$ cat src/core/pan_pkg.sv
// Purpose: shared constants of the per-PHY auto-negotiation register bank
// Assumes: 16-bit management words, five-bit register addresses, four PHYs
// Notes: offsets, field positions and reset values live here only
`default_nettype none
package pan_pkg;
  // ==========================================================
  // geometry
  localparam int NUM_PHY = 4;
  localparam int DATA_W = 16;
  localparam int ADDR_W = 5;
  localparam int PHY_W = 2;

  // ==========================================================
  // register offsets
  localparam logic [4:0] OFF_ID_HI = 5'h02;
  localparam logic [4:0] OFF_ID_LO = 5'h03;
  localparam logic [4:0] OFF_ADV = 5'h04;
  localparam logic [4:0] OFF_LPA = 5'h05;
  localparam logic [4:0] OFF_EXP = 5'h06;
  localparam logic [4:0] OFF_NPT = 5'h07;
  localparam logic [4:0] OFF_DEV_ID = 5'h10;

  // ==========================================================
  // advertisement fields
  localparam int ADV_NP_BIT = 15;
  localparam int ADV_RF_BIT = 13;
  localparam int ADV_FD_BIT = 6;
  localparam int ADV_HD_BIT = 5;
  localparam logic [4:0] ADV_SEL_VAL = 5'h01;
  localparam logic ADV_RF_RST = 1'b0;
  localparam logic ADV_FD_RST = 1'b1;
  localparam logic ADV_HD_RST = 1'b1;

  // ==========================================================
  // partner ability fields: bits 14 and 12..10 read as zero on a base page
  localparam logic [15:0] LPA_BASE_MASK = 16'hA3FF;
  localparam int LPA_NP_BIT = 15;

  // ==========================================================
  // expansion fields
  localparam int EXP_PDF_BIT = 4;
  localparam int EXP_LPNP_BIT = 3;
  localparam int EXP_NP_BIT = 2;
  localparam int EXP_PAGE_BIT = 1;
  localparam int EXP_LPAN_BIT = 0;

  // ==========================================================
  // identical consecutive code words needed to accept a page
  localparam logic [1:0] CW_MATCH_CNT = 2'h3;
endpackage : pan_pkg
`default_nettype wire

$ cat src/core/pan_cw_filter.sv
// Purpose: accept a link code word once seen identical three times in a row
// Assumes: one word per cw_valid pulse from the negotiation engine
// Notes: the accepted word appears one cycle after the third match
`default_nettype none
module pan_cw_filter (
  input wire logic sys_clk,
  input wire logic sys_rst,
  input wire logic cw_valid,
  input wire logic [pan_pkg::DATA_W-1:0] cw_word,
  output logic page_hit,
  output logic [pan_pkg::DATA_W-1:0] page_word
);
  import pan_pkg::*;

  typedef struct packed {
    logic [DATA_W-1:0] prev;
    logic [1:0] cnt;
    logic hit;
    logic [DATA_W-1:0] word;
  } pan_flt_s;

  pan_flt_s st_reg;
  pan_flt_s st_next;

  // ==========================================================
  // match counter; saturates so a held word is accepted once only
  always_comb begin
    st_next = st_reg;
    st_next.hit = 1'b0;
    if (cw_valid) begin
      if (cw_word == st_reg.prev && st_reg.cnt != 2'h0) begin
        if (st_reg.cnt == CW_MATCH_CNT - 2'h1) begin
          st_next.hit = 1'b1;
          st_next.word = cw_word;
        end
        if (st_reg.cnt != CW_MATCH_CNT) begin
          st_next.cnt = st_reg.cnt + 2'h1;
        end
      end else begin
        st_next.prev = cw_word;
        st_next.cnt = 2'h1;
      end
    end
  end

  always_ff @(posedge sys_clk or posedge sys_rst) begin
    if (sys_rst) begin
      st_reg <= '0;
    end else begin
      st_reg <= st_next;
    end
  end

  assign page_hit = st_reg.hit;
  assign page_word = st_reg.word;
endmodule : pan_cw_filter
`default_nettype wire

$ cat src/core/pan_regs.sv
// Purpose: per-PHY auto-negotiation register bank for a four-port transceiver
// Assumes: management access arrives as single-cycle read and write strobes
// Notes: read data is registered one cycle after the read strobe
`default_nettype none
// Notes on behaviour
// identifier pair reads fixed, ignores writes
// advertisement bit 15 shows queued next page
// remote fault bit set only by management
// only ability bits 6 and 5 writable
// duplex pin probe after reset sets 6/5
// selector field fixed at 00001
// partner ability holds latest word, read-only
// software ignores partner word unless flagged
// base page shows reserved bits as zero
// page flag set means exact next page
// reading partner ability clears page flag
// page flag after three identical words
// parallel fault bit is inverse of link
// expansion bit 3 shows partner next-page ability
// local next-page ability bit reads one
// expansion bit 0 set after fast pulses
// next-page write loads and requests transmit
// device identifier fixed, writes ignored
// negotiation done flag tracks engine completion
// link bit follows valid link pulses
// read-only bits ignore writes, reserved zero
// each PHY keeps independent registers
module pan_regs #(
  parameter logic [15:0] ID_HIGH_VAL = 16'h1357, // arbitrary value
  parameter logic [15:0] ID_LOW_VAL = 16'h2468, // arbitrary value
  parameter logic [15:0] DEV_ID_VAL = 16'h00A5 // arbitrary value
) (
  input wire logic sys_clk,
  input wire logic sys_rst,
  input wire logic reg_wr,
  input wire logic reg_rd,
  input wire logic [pan_pkg::PHY_W-1:0] reg_phy,
  input wire logic [pan_pkg::ADDR_W-1:0] reg_addr,
  input wire logic [pan_pkg::DATA_W-1:0] reg_wdata,
  output logic [pan_pkg::DATA_W-1:0] reg_rdata,
  input wire logic [pan_pkg::NUM_PHY-1:0] cw_valid,
  input wire logic [pan_pkg::NUM_PHY-1:0][pan_pkg::DATA_W-1:0] cw_word,
  input wire logic [pan_pkg::NUM_PHY-1:0] flp_seen,
  input wire logic [pan_pkg::NUM_PHY-1:0] link_pulse_ok,
  input wire logic [pan_pkg::NUM_PHY-1:0] an_finished,
  input wire logic [pan_pkg::NUM_PHY-1:0] np_sent,
  output logic [pan_pkg::NUM_PHY-1:0][pan_pkg::DATA_W-1:0] adv_word,
  output logic [pan_pkg::NUM_PHY-1:0][pan_pkg::DATA_W-1:0] np_tx_word,
  output logic [pan_pkg::NUM_PHY-1:0] np_tx_req,
  output logic [pan_pkg::NUM_PHY-1:0] negotiation_done,
  output logic [pan_pkg::NUM_PHY-1:0] link_up,
  input wire logic [pan_pkg::NUM_PHY-1:0] duplex_in,
  output logic [pan_pkg::NUM_PHY-1:0] duplex_out,
  output logic [pan_pkg::NUM_PHY-1:0] duplex_oe
);
  import pan_pkg::*;

  typedef enum logic [1:0] {PROBE_HIGH, PROBE_LOW, PROBE_DONE} pan_probe_e;

  typedef struct packed {
    logic [NUM_PHY-1:0] fault_adv;
    logic [NUM_PHY-1:0] full_adv;
    logic [NUM_PHY-1:0] half_adv;
    logic [NUM_PHY-1:0] next_page_pending;
    logic [NUM_PHY-1:0][DATA_W-1:0] lpa;
    logic [NUM_PHY-1:0][DATA_W-1:0] npt;
    logic [NUM_PHY-1:0] page_received_flag;
    logic [NUM_PHY-1:0] partner_extra_page_capable;
    logic [NUM_PHY-1:0] partner_negotiation_capable;
    logic [NUM_PHY-1:0] link;
    logic [NUM_PHY-1:0] done;
    logic [NUM_PHY-1:0] np_req;
    logic [NUM_PHY-1:0] dup_out;
    logic [NUM_PHY-1:0] dup_oe;
    pan_probe_e [NUM_PHY-1:0] probe;
    logic [DATA_W-1:0] rdata;
  } pan_state_s;

  pan_state_s st_reg;
  pan_state_s st_next;
  logic [NUM_PHY-1:0] page_hit;
  logic [NUM_PHY-1:0][DATA_W-1:0] page_word;

  // ==========================================================
  // advertisement word as seen by software and by the engine
  function automatic logic [DATA_W-1:0] adv_of(input pan_state_s s, input logic [1:0] p);
    logic [DATA_W-1:0] w;
    w = '0;
    w[ADV_NP_BIT] = s.next_page_pending[p];
    w[ADV_RF_BIT] = s.fault_adv[p];
    w[ADV_FD_BIT] = s.full_adv[p];
    w[ADV_HD_BIT] = s.half_adv[p];
    w[4:0] = ADV_SEL_VAL;
    return w;
  endfunction : adv_of

  // ==========================================================
  // read multiplexer; unmapped offsets read as zero
  function automatic logic [DATA_W-1:0] rd_word(input pan_state_s s, input logic [1:0] p,
                                                input logic [ADDR_W-1:0] a);
    logic [DATA_W-1:0] w;
    w = '0;
    case (a)
      OFF_ID_HI: w = ID_HIGH_VAL;
      OFF_ID_LO: w = ID_LOW_VAL;
      OFF_ADV: w = adv_of(s, p);
      OFF_LPA: begin
        // while the page flag is set the word is shown raw; once cleared its reserved bits are hidden
        w = s.page_received_flag[p] ? s.lpa[p] : (s.lpa[p] & LPA_BASE_MASK);
      end
      OFF_EXP: begin
        w[EXP_PDF_BIT] = ~s.link[p];
        w[EXP_LPNP_BIT] = s.partner_extra_page_capable[p];
        w[EXP_NP_BIT] = 1'b1;
        w[EXP_PAGE_BIT] = s.page_received_flag[p];
        w[EXP_LPAN_BIT] = s.partner_negotiation_capable[p];
      end
      OFF_NPT: w = s.npt[p];
      OFF_DEV_ID: w = DEV_ID_VAL;
      default: w = '0;
    endcase
    return w;
  endfunction : rd_word

  // ==========================================================
  // one code word filter per port so pages never mix between PHYs
  for (genvar g = 0; g < NUM_PHY; g++) begin : g_flt
    pan_cw_filter u_flt (
      .sys_clk(sys_clk),
      .sys_rst(sys_rst),
      .cw_valid(cw_valid[g]),
      .cw_word(cw_word[g]),
      .page_hit(page_hit[g]),
      .page_word(page_word[g])
    );
  end

  // ==========================================================
  // next state of the whole bank
  always_comb begin
    logic wr_here;
    logic rd_lpa;
    wr_here = 1'b0;
    rd_lpa = 1'b0;
    st_next = st_reg;
    st_next.np_req = '0;
    if (reg_rd) begin
      st_next.rdata = rd_word(st_reg, reg_phy, reg_addr);
    end
    for (int i = 0; i < NUM_PHY; i++) begin
      wr_here = reg_wr && (reg_phy == i[PHY_W-1:0]);
      rd_lpa = reg_rd && (reg_phy == i[PHY_W-1:0]) && (reg_addr == OFF_LPA);
      st_next.link[i] = link_pulse_ok[i];
      st_next.done[i] = an_finished[i];
      // only management touches the fault bit; ability bits also take the duplex probe; others stay fixed
      if (wr_here && reg_addr == OFF_ADV) begin
        st_next.fault_adv[i] = reg_wdata[ADV_RF_BIT];
        st_next.full_adv[i] = reg_wdata[ADV_FD_BIT];
        st_next.half_adv[i] = reg_wdata[ADV_HD_BIT];
      end
      // duplex probe: drive high, sample, drive low, sample, release
      case (st_reg.probe[i])
        PROBE_HIGH: begin
          st_next.full_adv[i] = duplex_in[i];
          st_next.dup_out[i] = 1'b0;
          st_next.probe[i] = PROBE_LOW;
        end
        PROBE_LOW: begin
          st_next.half_adv[i] = ~duplex_in[i];
          st_next.dup_oe[i] = 1'b0;
          st_next.probe[i] = PROBE_DONE;
        end
        PROBE_DONE: st_next.probe[i] = PROBE_DONE;
        default: st_next.probe[i] = PROBE_DONE;
      endcase
      // pending clears when sent; a new write in the same cycle wins
      if (np_sent[i]) begin
        st_next.next_page_pending[i] = 1'b0;
      end
      if (wr_here && reg_addr == OFF_NPT) begin
        st_next.npt[i] = reg_wdata;
        st_next.np_req[i] = 1'b1;
        st_next.next_page_pending[i] = 1'b1;
      end
      // writes to partner ability are dropped; only accepted pages load it
      if (rd_lpa) begin
        st_next.page_received_flag[i] = 1'b0;
      end
      if (page_hit[i]) begin
        st_next.lpa[i] = page_word[i];
        st_next.page_received_flag[i] = 1'b1;
        if (page_word[i][LPA_NP_BIT]) begin
          st_next.partner_extra_page_capable[i] = 1'b1;
        end
      end
      if (flp_seen[i]) begin
        st_next.partner_negotiation_capable[i] = 1'b1;
      end
    end
  end

  // ==========================================================
  // state register; probe starts driving high straight out of reset
  always_ff @(posedge sys_clk or posedge sys_rst) begin
    if (sys_rst) begin
      st_reg <= '0;
      st_reg.fault_adv <= {NUM_PHY{ADV_RF_RST}};
      st_reg.full_adv <= {NUM_PHY{ADV_FD_RST}};
      st_reg.half_adv <= {NUM_PHY{ADV_HD_RST}};
      st_reg.dup_out <= '1;
      st_reg.dup_oe <= '1;
      for (int i = 0; i < NUM_PHY; i++) begin
        st_reg.probe[i] <= PROBE_HIGH;
      end
    end else begin
      st_reg <= st_next;
    end
  end

  // ==========================================================
  // outputs
  always_comb begin
    for (int i = 0; i < NUM_PHY; i++) begin
      adv_word[i] = adv_of(st_reg, i[1:0]);
    end
  end
  assign reg_rdata = st_reg.rdata;
  assign np_tx_word = st_reg.npt;
  assign np_tx_req = st_reg.np_req;
  assign negotiation_done = st_reg.done;
  assign link_up = st_reg.link;
  assign duplex_out = st_reg.dup_out;
  assign duplex_oe = st_reg.dup_oe;

  logic link_sel;
  assign link_sel = st_reg.link[reg_phy];
endmodule : pan_regs
`default_nettype wire

$ cat config.mk
export PLATFORM = sky130hd
export DESIGN_NAME = pan_regs
export DESIGN_NICKNAME = d
export VERILOG_FILES = /design/src/core/pan_pkg.sv /design/src/core/pan_cw_filter.sv /design/src/core/pan_regs.sv
export SDC_FILE = /design/constraint.sdc
export NUM_CORES = 1
export LEC_CHECK = 0
export BUFFER_PORTS_ARGS = -buffer_cell sky130_fd_sc_hd__buf_2
export CAP_MARGIN = 40
export CORE_MARGIN = 2
export CORE_UTILIZATION = 40
export CTS_CLUSTER_DIAMETER = 50
export DETAILED_ROUTE_END_ITERATION = 10
export PLACE_DENSITY_LB_ADDON = 0.1
export SLEW_MARGIN = 20
export SYNTH_ARGS = -nofsm -noshare
export SYNTH_HDL_FRONTEND = slang
export SYNTH_SLANG_ARGS = --single-unit
$ cat constraint.sdc
create_clock -name sys_clk -period 11.2 [get_ports sys_clk]
set_input_delay 0.56 -clock sys_clk [delete_from_list [all_inputs] [get_ports sys_clk]]
set_output_delay 0.56 -clock sys_clk [all_outputs]
set_load 0.1 [all_outputs]
==> summary.md, run 1 <==
| Metric | Value |
|---|---|
| Status | finished, final reports clean |
| Initial DRC Count | 366 |
| CTS Root Cell | clkbuf_16 |
| First-pass GRT wire length | 57.8 mm |
| FFs w/ async S/R, synth | 1.00 |
| Die area | 41800 um2 |
| Top cells by area, synth | dfrtp_1, mux2_2, buf_4 |
| Post-CTS Resized | 0 |
| Synth unique cells | 54 |
| Required @ worst endpoint | 11.65 ns |
| Routed wire per std cell | 20.4 um |
| Post-route setup slack | 8.66 ns |
| I/O Buffers | 230 |
| Synth Cell Area | 16100 um2 |
| Std-Cell Core Area | 39700 um2 |
| Cell Rows | 73 |
| CP startpoint kind | register |
| Setup_tns | 0 ns |
| Final worst clock skew | 0.0152 ns |
| Post-synth EDFFs | 0 |
| Post-synthesis sequential area ratio | 0.531 |
| Yosys warns | 0 |
| LEAKAGE | 9.07 nW |
| Setup bufs post-CTS | 0 |
| Clock buffer depth | 3 |
| Crit end category | register |
| Detail Route Antenna Nets | 0 |
| Layout area overhead | 14.2% |
| Tcrit/Tclk final | 0.227 |
| Largest register FFs | 84 |
| N_diodes | 0 |
| Unrepaired setup endpoints after global routing | false |
| Worst setup path class | reg -> reg |
| Sink Count | 340 |
| Residual DRC count | 0 |
| Hold Fails Final Rpt | 0 |
| Register bit total from synthesis | 340 |
| Reg-to-reg endpoint | g_flt[2].u_flt.st_reg[25] |
| Final number of setup-violating endpoints | 0 |
| Yosys top cell by area | dfrtp_1 |
| Largest net degree at the start of global routing | 85 |
| Drt via density | 4.92 |
| Clock-pin transition on the worst setup and hold timing paths | 0.06 ns |
| CP max stage cell | o21ai_0 |
| Post-place setup slack | 8.34 ns |
| DP HPWL | 27.3 mm |
| Total congestion overflow | 0 |
| Number of global-route vias before repair | 9318 |
| Top-count cell post-synth | dfrtp_1 |
| Fin cells | 1846 |
| GRT Overall Usage | 0.183 |
| Layout cells sized above 1 | 0.487 |
| DRT Pass-1 Iters | 4 |
| VDD IR max | 0.000121 V |
| Die Width | 204 um |
| Worst-path cell chain | xor2_1 > nor4_1 > nand3_1 > o21ai_0 > buf_4 > mux2_2 |
| Worst Hold End | negotiation_done[0] |
| H-tree depth | 2 |
| CTS tree | yes |
| Synthesized area per cell | 14.0 um2 |
| Critical path's top delay family | compound AO/OA/AOI/OAI gates |
| Post-synth top cells | dfrtp_1, mux2_2, buf_4, xor2_1, mux4_2 |
| Crit path buffers/inverters | 1 |
| Crit path DAT | 2.99 ns |
| Hold Crit Depth | 1 |
| Peak fanout along the critical path | 8 |
| Hold_sp | an_finished[0] |
| Reg2Reg Depth | 6 |
| Hold/Removal Path Class | in -> reg |
| Area fraction of the dominant cell type after synthesis | 0.504 |
| Mapped Cells | 1152 |
| Headroom to the max-slew limit | 0.447 |
| CP max stage delay | 0.63 ns |
| Top_reg_cell synth | dfrtp_1 |
| Final WL | 37.6 mm |
| Max Clk Rate | 0.394 GHz |
| Die Y | 204 um |
| Skew-Pair Late Insertion Delay | 0.56 ns |
| CTS Hold Buffers Added | 1 |
| GP Congestion | 0.793 |
| R2R setup slack | 8.66 ns |
| Slew Viols, Final | 0 |
| Initial antenna violation count | 0 |
| Placed insts | 1764 |
| Period minus WS final | 2.54 ns |
| Critical R2R Launch | g_flt[2].u_flt.st_reg[34] |
| Max Cap Viol | 0 |
| Worst slew pin tran | 0.823 ns |
| TritonCTS Buffers | 43 |
| PwrDens | 178 nW/um2 |
| Final net count | 1414 |
| Initial Util | 0.405 |
| Vias | 9080 |
| IO Count | 279 |
cells in the final DEF (no fill, tap or decap), types with 13 or more instances in the layout:
| master | n |
|---|---|
| a21oi_1 | 13 |
| buf_2 | 229 |
| clkbuf_16 | 43 |
| conb_1 | 48 |
| dfrtp_1 | 324 |
| dfstp_2 | 16 |
| inv_1 | 26 |
| mux2_1 | 18 |
| mux2_2 | 224 |
| mux2_4 | 18 |
| mux2i_1 | 16 |
| mux4_2 | 40 |
| nand2_1 | 16 |
| nor2_1 | 22 |
| xnor2_1 | 16 |
| xor2_1 | 48 |
per-stage QoR:
stage	hold slack (ns)	total power (W)	util	area (um2)
after detailed placement	0.441	0.00188	0.424	16800
final	0.114	0.00328	0.462	18400
after floorplan	0.423	0.00182	-	16200
after CTS	0.0815	0.00332	0.461	18300
after global placement	0.436	0.00187	0.419	16600
after global routing	0.0913	0.00341	0.462	18400
power breakdown:
part           internal (W)  switching, W  total [W]  leakage (nW)
Combinational      0.000117      0.000413   0.000530          3.93
Sequential          0.00129     0.0000360    0.00132          4.42
Clock              0.000879      0.000546    0.00143         0.726
Total               0.00228      0.000995    0.00328          9.07
how the worst max path moves through the flow:
stage	startpoint	to	slack [ns]	cells after the start
after floorplan	sys_rst	adv_word[13]	1.24	1
after global placement	sys_rst	st_reg[172]	7.77	4
after detailed placement	cw_word[47]	g_flt[2].u_flt.st_reg[25]	8.34	7
after CTS	g_flt[2].u_flt.st_reg[34]	g_flt[2].u_flt.st_reg[25]	8.63	6
after global routing	g_flt[2].u_flt.st_reg[34]	g_flt[2].u_flt.st_reg[20]	8.49	6
final	g_flt[2].u_flt.st_reg[34]	g_flt[2].u_flt.st_reg[25]	8.66	6
logic make-up (layout without fill, tap and decap cells):
group,after synthesis,after routing,synth area share
muxes,316,316,0.252
xor gates and xnor gates,64,64,0.0349
other,2,48,0.000467
and+or+nand+nor,118,118,0.0466
adders and majority gates,12,12,0.00934
buffers and inverters,232,355,0.0975
DFF,340,340,0.531
AOI/OAI and AO/OA,68,68,0.0282
metal layers:
metal / vias up / share of wire / global-route usage
li1: 4148 / - / -
met1: 4686 / 0.47 / 0.260
met2: 199 / 0.47 / 0.284
met3: 47 / 0.052 / 0.0419
met4: 0 / 0.018 / 0.0450
met5: - / 0 / 0
area by class of cell:
type                            instances  area [um2]
Clock buffer                           58        1210
Clock inverter                         21         260
Fill cell                            3599       21400
Sequential cell                       340        8530
Timing Repair Buffer                  249        1440
Multi-Input combinational cell        626        6150
Inverter                               27         109
Tap cell                              525         657
(Power assumes the default switching activity.)
==> inputs of run 2 (changes only) <==
- clock period: 11.2 -> 2.3 ns (I/O delays scaled with it)
==> run 2 against run 1 <==
Via count increased by 4.6%; register-to-register slack got worse by 8.4 ns; combinational power increased to 5.2 times the previous value; cell area increased by 6.3%; first-iteration DRC count increased by 17%; sequential cell count unchanged; worst setup slack got worse by 8.4 ns; count of clock-buffer cells in the layout increased by 1; die area unchanged; critical endpoint is now g_flt[2].u_flt.page_word[8]; highest routed layer is now met5.
==> summary.md, run 2 (same netlist as run 1, synthesis figures left out) <==
| Metric | Value |
|---|---|
| Status | finished, final reports clean |
| Met3 usage in global routing | 0.0373 |
| VDD IR max | 0.000652 V |
| GRT met2 Usage | 0.297 |
| Routed wire per std cell | 19.6 um |
| Reg2Reg Depth | 6 |
| Met1 usage | 0.266 |
| PwrDens | 817 nW/um2 |
| H-tree depth | 2 |
| Slew Viols, Final | 0 |
| Flop pwr share | 0.404 |
| Die area | 41800 um2 |
| Headroom to the max-slew limit | 0.469 |
| Die Width | 204 um |
| GRT Overall Usage | 0.188 |
| Hold/Removal Path Class | in -> reg |
| GR peak layer | met2 |
| CP Capture Point | g_flt[2].u_flt.page_word[8] |
| Max Cap Viol | 0 |
| DP HPWL | 27.5 mm |
| Fill count | 3537 |
| Initial Util | 0.405 |
| Final WL | 38.7 mm |
| Final worst clock skew | 0.0118 ns |
| Clock-pin transition on the worst setup and hold timing paths | 0.06 ns |
| GP Congestion | 0.760 |
| Residual DRC count | 0 |
| Total congestion overflow | 0 |
| Die Y | 204 um |
| Clock buffer depth | 3 |
| Initial antenna violation count | 1 |
| Skew-Pair Late Insertion Delay | 0.54 ns |
| Final net count | 1538 |
| CP startpoint kind | register |
| Worst setup path class | reg -> reg |
| Worst Setup SP | g_flt[2].u_flt.st_reg[27] |
| IO Count | 279 |
| Worst slew pin tran | 0.796 ns |
| Number of global-route vias before repair | 9873 |
| Final instance area | 19500 um2 |
| Std-Cell Core Area | 39700 um2 |
| Critical R2R Launch | g_flt[2].u_flt.st_reg[27] |
| Detail Route Antenna Nets | 0 |
| Most frequent cells in the layout | dfrtp_1, buf_2, mux2_2 |
| Crit end category | register |
| Reg-to-reg endpoint | g_flt[2].u_flt.page_word[8] |
| Layout cells sized above 1 | 0.455 |
| Initial DRC Count | 429 |
| Hold Fails Final Rpt | 0 |
| CP max stage cell | dfrtp_1 |
| Largest register FFs | 84 |
| CTS Root Cell | clkbuf_16 |
| Internal Power | 0.0111 W |
| Cell Rows | 73 |
| CTS tree | yes |
| Hold Crit Depth | 3 |
| Final number of setup-violating endpoints | 0 |
| Max Clk Rate | 0.486 GHz |
| Hold slack final | 0.0318 ns |
| Drt via density | 4.82 |
| First-pass GRT wire length | 59.8 mm |
| TritonCTS Buffers | 44 |
| Commonest non-fill, non-tap cell in the layout | dfrtp_1 |
| Peak fanout along the critical path | 17 |
| Sink Count | 340 |
| Layout area overhead | 21.4% |
| CP max stage delay | 0.39 ns |
| Overall Power | 0.0159 W |
| I/O Buffers | 230 |
| Period minus WS final | 2.06 ns |
| Switching part of the total | 0.305 |
| Required @ worst endpoint | 2.72 ns |
| Net Sw Power | 0.00486 W |
| Crit path DAT | 2.48 ns |
| Worst-path cell chain | xor2_1 > nor4_1 > nand3_1 > nor3_4 > buf_12 > mux2_2 |
| Vias | 9495 |
| R2R setup slack | 0.24 ns |
| Comb power frac | 0.172 |
| Post-DP Area | 16900 um2 |
| Clock Power Share | 0.424 |
| DRT Pass-1 Iters | 4 |
| Unrepaired setup endpoints after global routing | false |
| Tcrit/Tclk final | 0.894 |
| Largest net degree at the start of global routing | 107 |
| LEAKAGE | 9.56 nW |
## run 2: cell count changes in the layout (fill, tap and decap cells not counted), sizes merged
cell and change:
dlygate4sd3 +109, diode +2, bufinv -3, clkinv -1
clkinvlp +2, buf +14, clkbuf +1
## run 2: worst max-delay path: cells and delay by family, from the launching register on
family	cells	cell delay (ns)
and+or+nand+nor	3	0.87
DFF	1	0.39
muxes	1	0.34
buffers and inverters	1	0.18
xor gates and xnor gates	1	0.16
## run 2: repair_timing
action | in CTS | in global routing
setup buffers | 0 | 0
endpoints found under the setup margin | 0 | 11
hold buffers | 110 | 0
resized for setup | 0 | 1
endpoints found under the hold margin | 551 | 0
## run 2: layout make-up
type / instances / area (um2) / area share
clock inverters: 19 / 178 / 0.00911
clock buffers: 59 / 1270 / 0.0650
well taps: 525 / 657 / 0.0337
repair buffers: 372 / 2620 / 0.134
flip-flops and latches: 340 / 8530 / 0.437
inverters: 27 / 105 / 0.00539
diodes: 2 / 5.00 / 0.000257
multi-input cells: 626 / 6150 / 0.315
## run 2: power groups by stage
stage	sequential [W]	clock (W)	combinational (W)
after floorplan	0.00649	0	0.00237
after global placement	0.00653	0	0.00262
after detailed placement	0.00654	0	0.00262
after CTS	0.00643	0.00698	0.00277
after global routing	0.00647	0.00723	0.00289
final	0.00643	0.00675	0.00274
## run 2: worst min path at each step
stage,startpoint,endpoint,slack [ns]
6_report,reg_phy[0],st_reg[55],0.03
5_1_grt,reg_phy[0],st_reg[55],0.02
4_1_cts,reg_phy[0],st_reg[55],0.01
3_5_place_dp,link_pulse_ok[0],link_up[0],0.22
3_3_place_gp,an_finished[0],negotiation_done[0],0.23
2_1_floorplan,link_pulse_ok[0],link_up[0],0.15
## run 2: layer usage
layer,vias to the layer above,routed length [um]
met5,-,13
met4,2,655
met3,52,1790
met1,4858,18100
li1,4375,-
met2,208,18100
## run 2: stage by stage
step | util | worst slack, ns | cells | TNS (ns)
after global placement | 0.426 | 0.209 | 1779 | 0
final | 0.491 | 0.243 | 1970 | 0
after floorplan | - | -2.35 | 1198 | -778.79
after CTS | 0.490 | 0.157 | 1967 | 0
after global routing | 0.491 | 0.0485 | 1968 | 0
after detailed placement | 0.426 | 0.172 | 1779 | 0
==> inputs of run 3 (changes only) <==
- ABC_AREA: not set -> 1
- CORE_UTILIZATION: 40 -> 50
==> run 3 against run 2 <==
Total power shrank 1.4%; via count rose by 43%; highest routed layer unchanged; count of clock-buffer cells in the layout rose by 1; fmax grew 6.1%; clock power shrank 5.0%; die area fell by 17%; register-to-register slack improved by 0.12 ns; sequential share of layout area decreased by 0.47 points; synthesized cell count rose by 76%.
==> summary.md, run 3 <==
| Metric | Value |
|---|---|
| IO Count | 279 |
| Skew-Pair Late Insertion Delay | 0.53 ns |
| Clock buffer depth | 3 |
| Post-place setup slack | 0.389 ns |
| Slew Viols, Final | 0 |
| Layout area overhead | 18.3% |
| Switching part of the total | 0.320 |
| DP HPWL | 29.9 mm |
| Comb power frac | 0.180 |
| Post-synthesis sequential area ratio | 0.512 |
| Clock Power Share | 0.408 |
| Most frequent cells in the layout | nand2_1, dfrtp_1, buf_2 |
| Synth Cell Area | 16700 um2 |
| Sink Count | 340 |
| Routed wire per std cell | 15.5 um |
| Total congestion overflow | 0 |
| Initial Util | 0.510 |
| Fill count | 2975 |
| Top-count cell post-synth | nand2_1 |
| Synthesized area per cell | 8.20 um2 |
| PwrDens | 797 nW/um2 |
| Cell Rows | 66 |
| Synth unique cells | 44 |
| Post-synth top cells | nand2_1, dfrtp_1, inv_1, o21ai_0, buf_4 |
| Die area | 34800 um2 |
| Worst-path cell chain | inv_1 > ha_1 > a21oi_1 > nand3_1 > nor2_2 > nand3_1 > nand2_1 > buf_4 > nand2_1 > o21ai_0 |
| CP startpoint kind | register |
| Register bit total from synthesis | 340 |
| GR peak layer | met2 |
| Top_reg_cell synth | dfrtp_1 |
| VDD IR max | 0.000518 V |
| Clock-pin transition on the worst setup and hold timing paths | 0.06 ns |
| Post-synth EDFFs | 0 |
| Met1 usage | 0.340 |
| Post-route setup slack | 0.362 ns |
| CTS tree | yes |
| FFs w/ async S/R, synth | 1.00 |
| TritonCTS Buffers | 42 |
| Overall Power | 0.0157 W |
| Die Width | 187 um |
| Net Sw Power | 0.00503 W |
| Residual DRC count | 0 |
| Worst slew pin tran | 0.652 ns |
| Die Y | 187 um |
| Critical path's top delay family | simple AND/OR/NAND/NOR gates |
| Top cells by area, synth | dfrtp_1, nand2_1, buf_4 |
| Initial antenna violation count | 1 |
| Hold Fails Final Rpt | 0 |
| DRT Pass-1 Iters | 5 |
| Final worst clock skew | 0.0147 ns |
| First-pass GRT wire length | 69.7 mm |
| Peak fanout along the critical path | 27 |
| Commonest non-fill, non-tap cell in the layout | nand2_1 |
| Drt via density | 4.96 |
| Tcrit/Tclk final | 0.843 |
| Headroom to the max-slew limit | 0.562 |
| Internal Power | 0.0107 W |
| CP max stage cell | dfrtp_1 |
| Area fraction of the dominant cell type after synthesis | 0.486 |
| I/O Buffers | 230 |
| Largest net degree at the start of global routing | 106 |
| Detail Route Antenna Nets | 0 |
| GRT Overall Usage | 0.246 |
| Largest register FFs | 84 |
| Post-DP Area | 17300 um2 |
| Met3 usage in global routing | 0.0395 |
| LEAKAGE | 10.2 nW |
| GRT met2 Usage | 0.400 |
| Hold/Removal Path Class | in -> reg |
| Initial DRC Count | 906 |
| CTS Root Cell | clkbuf_16 |
| Vias | 13547 |
| Period minus WS final | 1.94 ns |
| Final number of setup-violating endpoints | 0 |
| Crit path DAT | 2.37 ns |
| H-tree depth | 2 |
| Unrepaired setup endpoints after global routing | false |
| Final Core Density | 0.603 |
| Crit end category | register |
| Final instance area | 19700 um2 |
| Final net count | 2384 |
| Flop pwr share | 0.412 |
| Number of global-route vias before repair | 13224 |
| Yosys warns | 0 |
| Worst setup path class | reg -> reg |
| Mapped Cells | 2032 |
| CP max stage delay | 0.36 ns |
| Required @ worst endpoint | 2.73 ns |
| Final WL | 42.4 mm |
| Crit path buffers/inverters | 2 |
| Status | finished, final reports clean |
| Yosys top cell by area | dfrtp_1 |
| Layout cells sized above 1 | 0.168 |
| Max Cap Viol | 0 |
| Std-Cell Core Area | 32700 um2 |
| GP Congestion | 0.872 |
| Max Clk Rate | 0.516 GHz |
## run 3: cell count changes after synthesis, moves of 18 or more
| cell | delta |
|---|---|
| nand3_1 | +48 |
| nor2_1 | +83 |
| mux2_1 | -18 |
| nand2_1 | +637 |
| o22ai_1 | +24 |
| o21ai_1 | +24 |
| inv_1 | +196 |
| mux2_2 | -224 |
| xor2_1 | -47 |
| mux4_2 | -40 |
| nand4_1 | +56 |
| o21ai_0 | +187 |
| mux2_4 | -18 |
## run 3: cell type report
type | instances | area [um2] | area share
flip-flops and latches | 340 | 8530 | 0.433
multi-input cells | 1277 | 5870 | 0.298
repair buffers | 369 | 2530 | 0.128
clock buffers | 60 | 1240 | 0.0630
inverters | 227 | 856 | 0.0434
well taps | 442 | 553 | 0.0280
clock inverters | 17 | 130 | 0.00660
diodes | 1 | 2.50 | 0.000127
## run 3: per-layer routing
layer	vias to the layer above	share of wire	routed length [um]
met2	424	0.46	19600
met1	6382	0.45	19000
li1	6662	-	-
met5	-	0.00031	13
met3	77	0.062	2620
met4	2	0.027	1130
## run 3: power groups by stage
stage | clock (W) | sequential [W] | combinational (W)
2_1_floorplan | 0 | 0.00651 | 0.00244
3_3_place_gp | 0 | 0.00656 | 0.00266
3_5_place_dp | 0 | 0.00656 | 0.00269
4_1_cts | 0.00657 | 0.00646 | 0.00284
5_1_grt | 0.00682 | 0.00650 | 0.00301
6_report | 0.00641 | 0.00646 | 0.00283
## run 3: worst min-delay path: stages
cell and delay [ns]:
buf_2 0.23, nand3_1 0.13, nand2_1 0.05
## run 3: kinds of logic after synthesis
kind of cell / after synthesis / share of synthesized area
other cells: 2 / 0.000451
simple gates: 917 / 0.232
buf+inv: 461 / 0.146
flops: 340 / 0.512
compound gates: 276 / 0.0875
xor+xnor: 24 / 0.0126
fa+ha+maj: 12 / 0.00901
## run 3: final timing paths
kind,from,end,slack (ns),cells past startpoint
setup reg to reg,g_flt[0].u_flt.st_reg[17],g_flt[0].u_flt.st_reg[22],0.36,10
hold / removal,cw_valid[1],g_flt[1].u_flt.st_reg[25],0.04,3
hold reg to reg,duplex_oe[2],duplex_oe[2],0.44,2
max in group asynchronous,sys_rst,g_flt[2].u_flt.page_word[1],1.18,4
setup / recovery,g_flt[0].u_flt.st_reg[17],g_flt[0].u_flt.st_reg[22],0.36,10
min in group asynchronous,sys_rst,negotiation_done[2],0.17,3
## run 3: what timing repair did
item                                    in CTS  in global routing
resized for setup                            0                  0
endpoints found under the setup margin       0                  0
hold endpoints to repair                   234                  0
hold buffers                               107                  0
setup buffers                                0                  0
## run 3: per-stage QoR
stage / hold WS, ns / TNS, ns / std cells
CTS: 0.0221 / 0 / 2731
detailed placement: 0.171 / 0 / 2547
finish: 0.0402 / 0 / 2733
floorplan: 0.146 / -778.79 / 2078
global placement: 0.172 / 0 / 2547
global route: 0.0420 / 0 / 2732
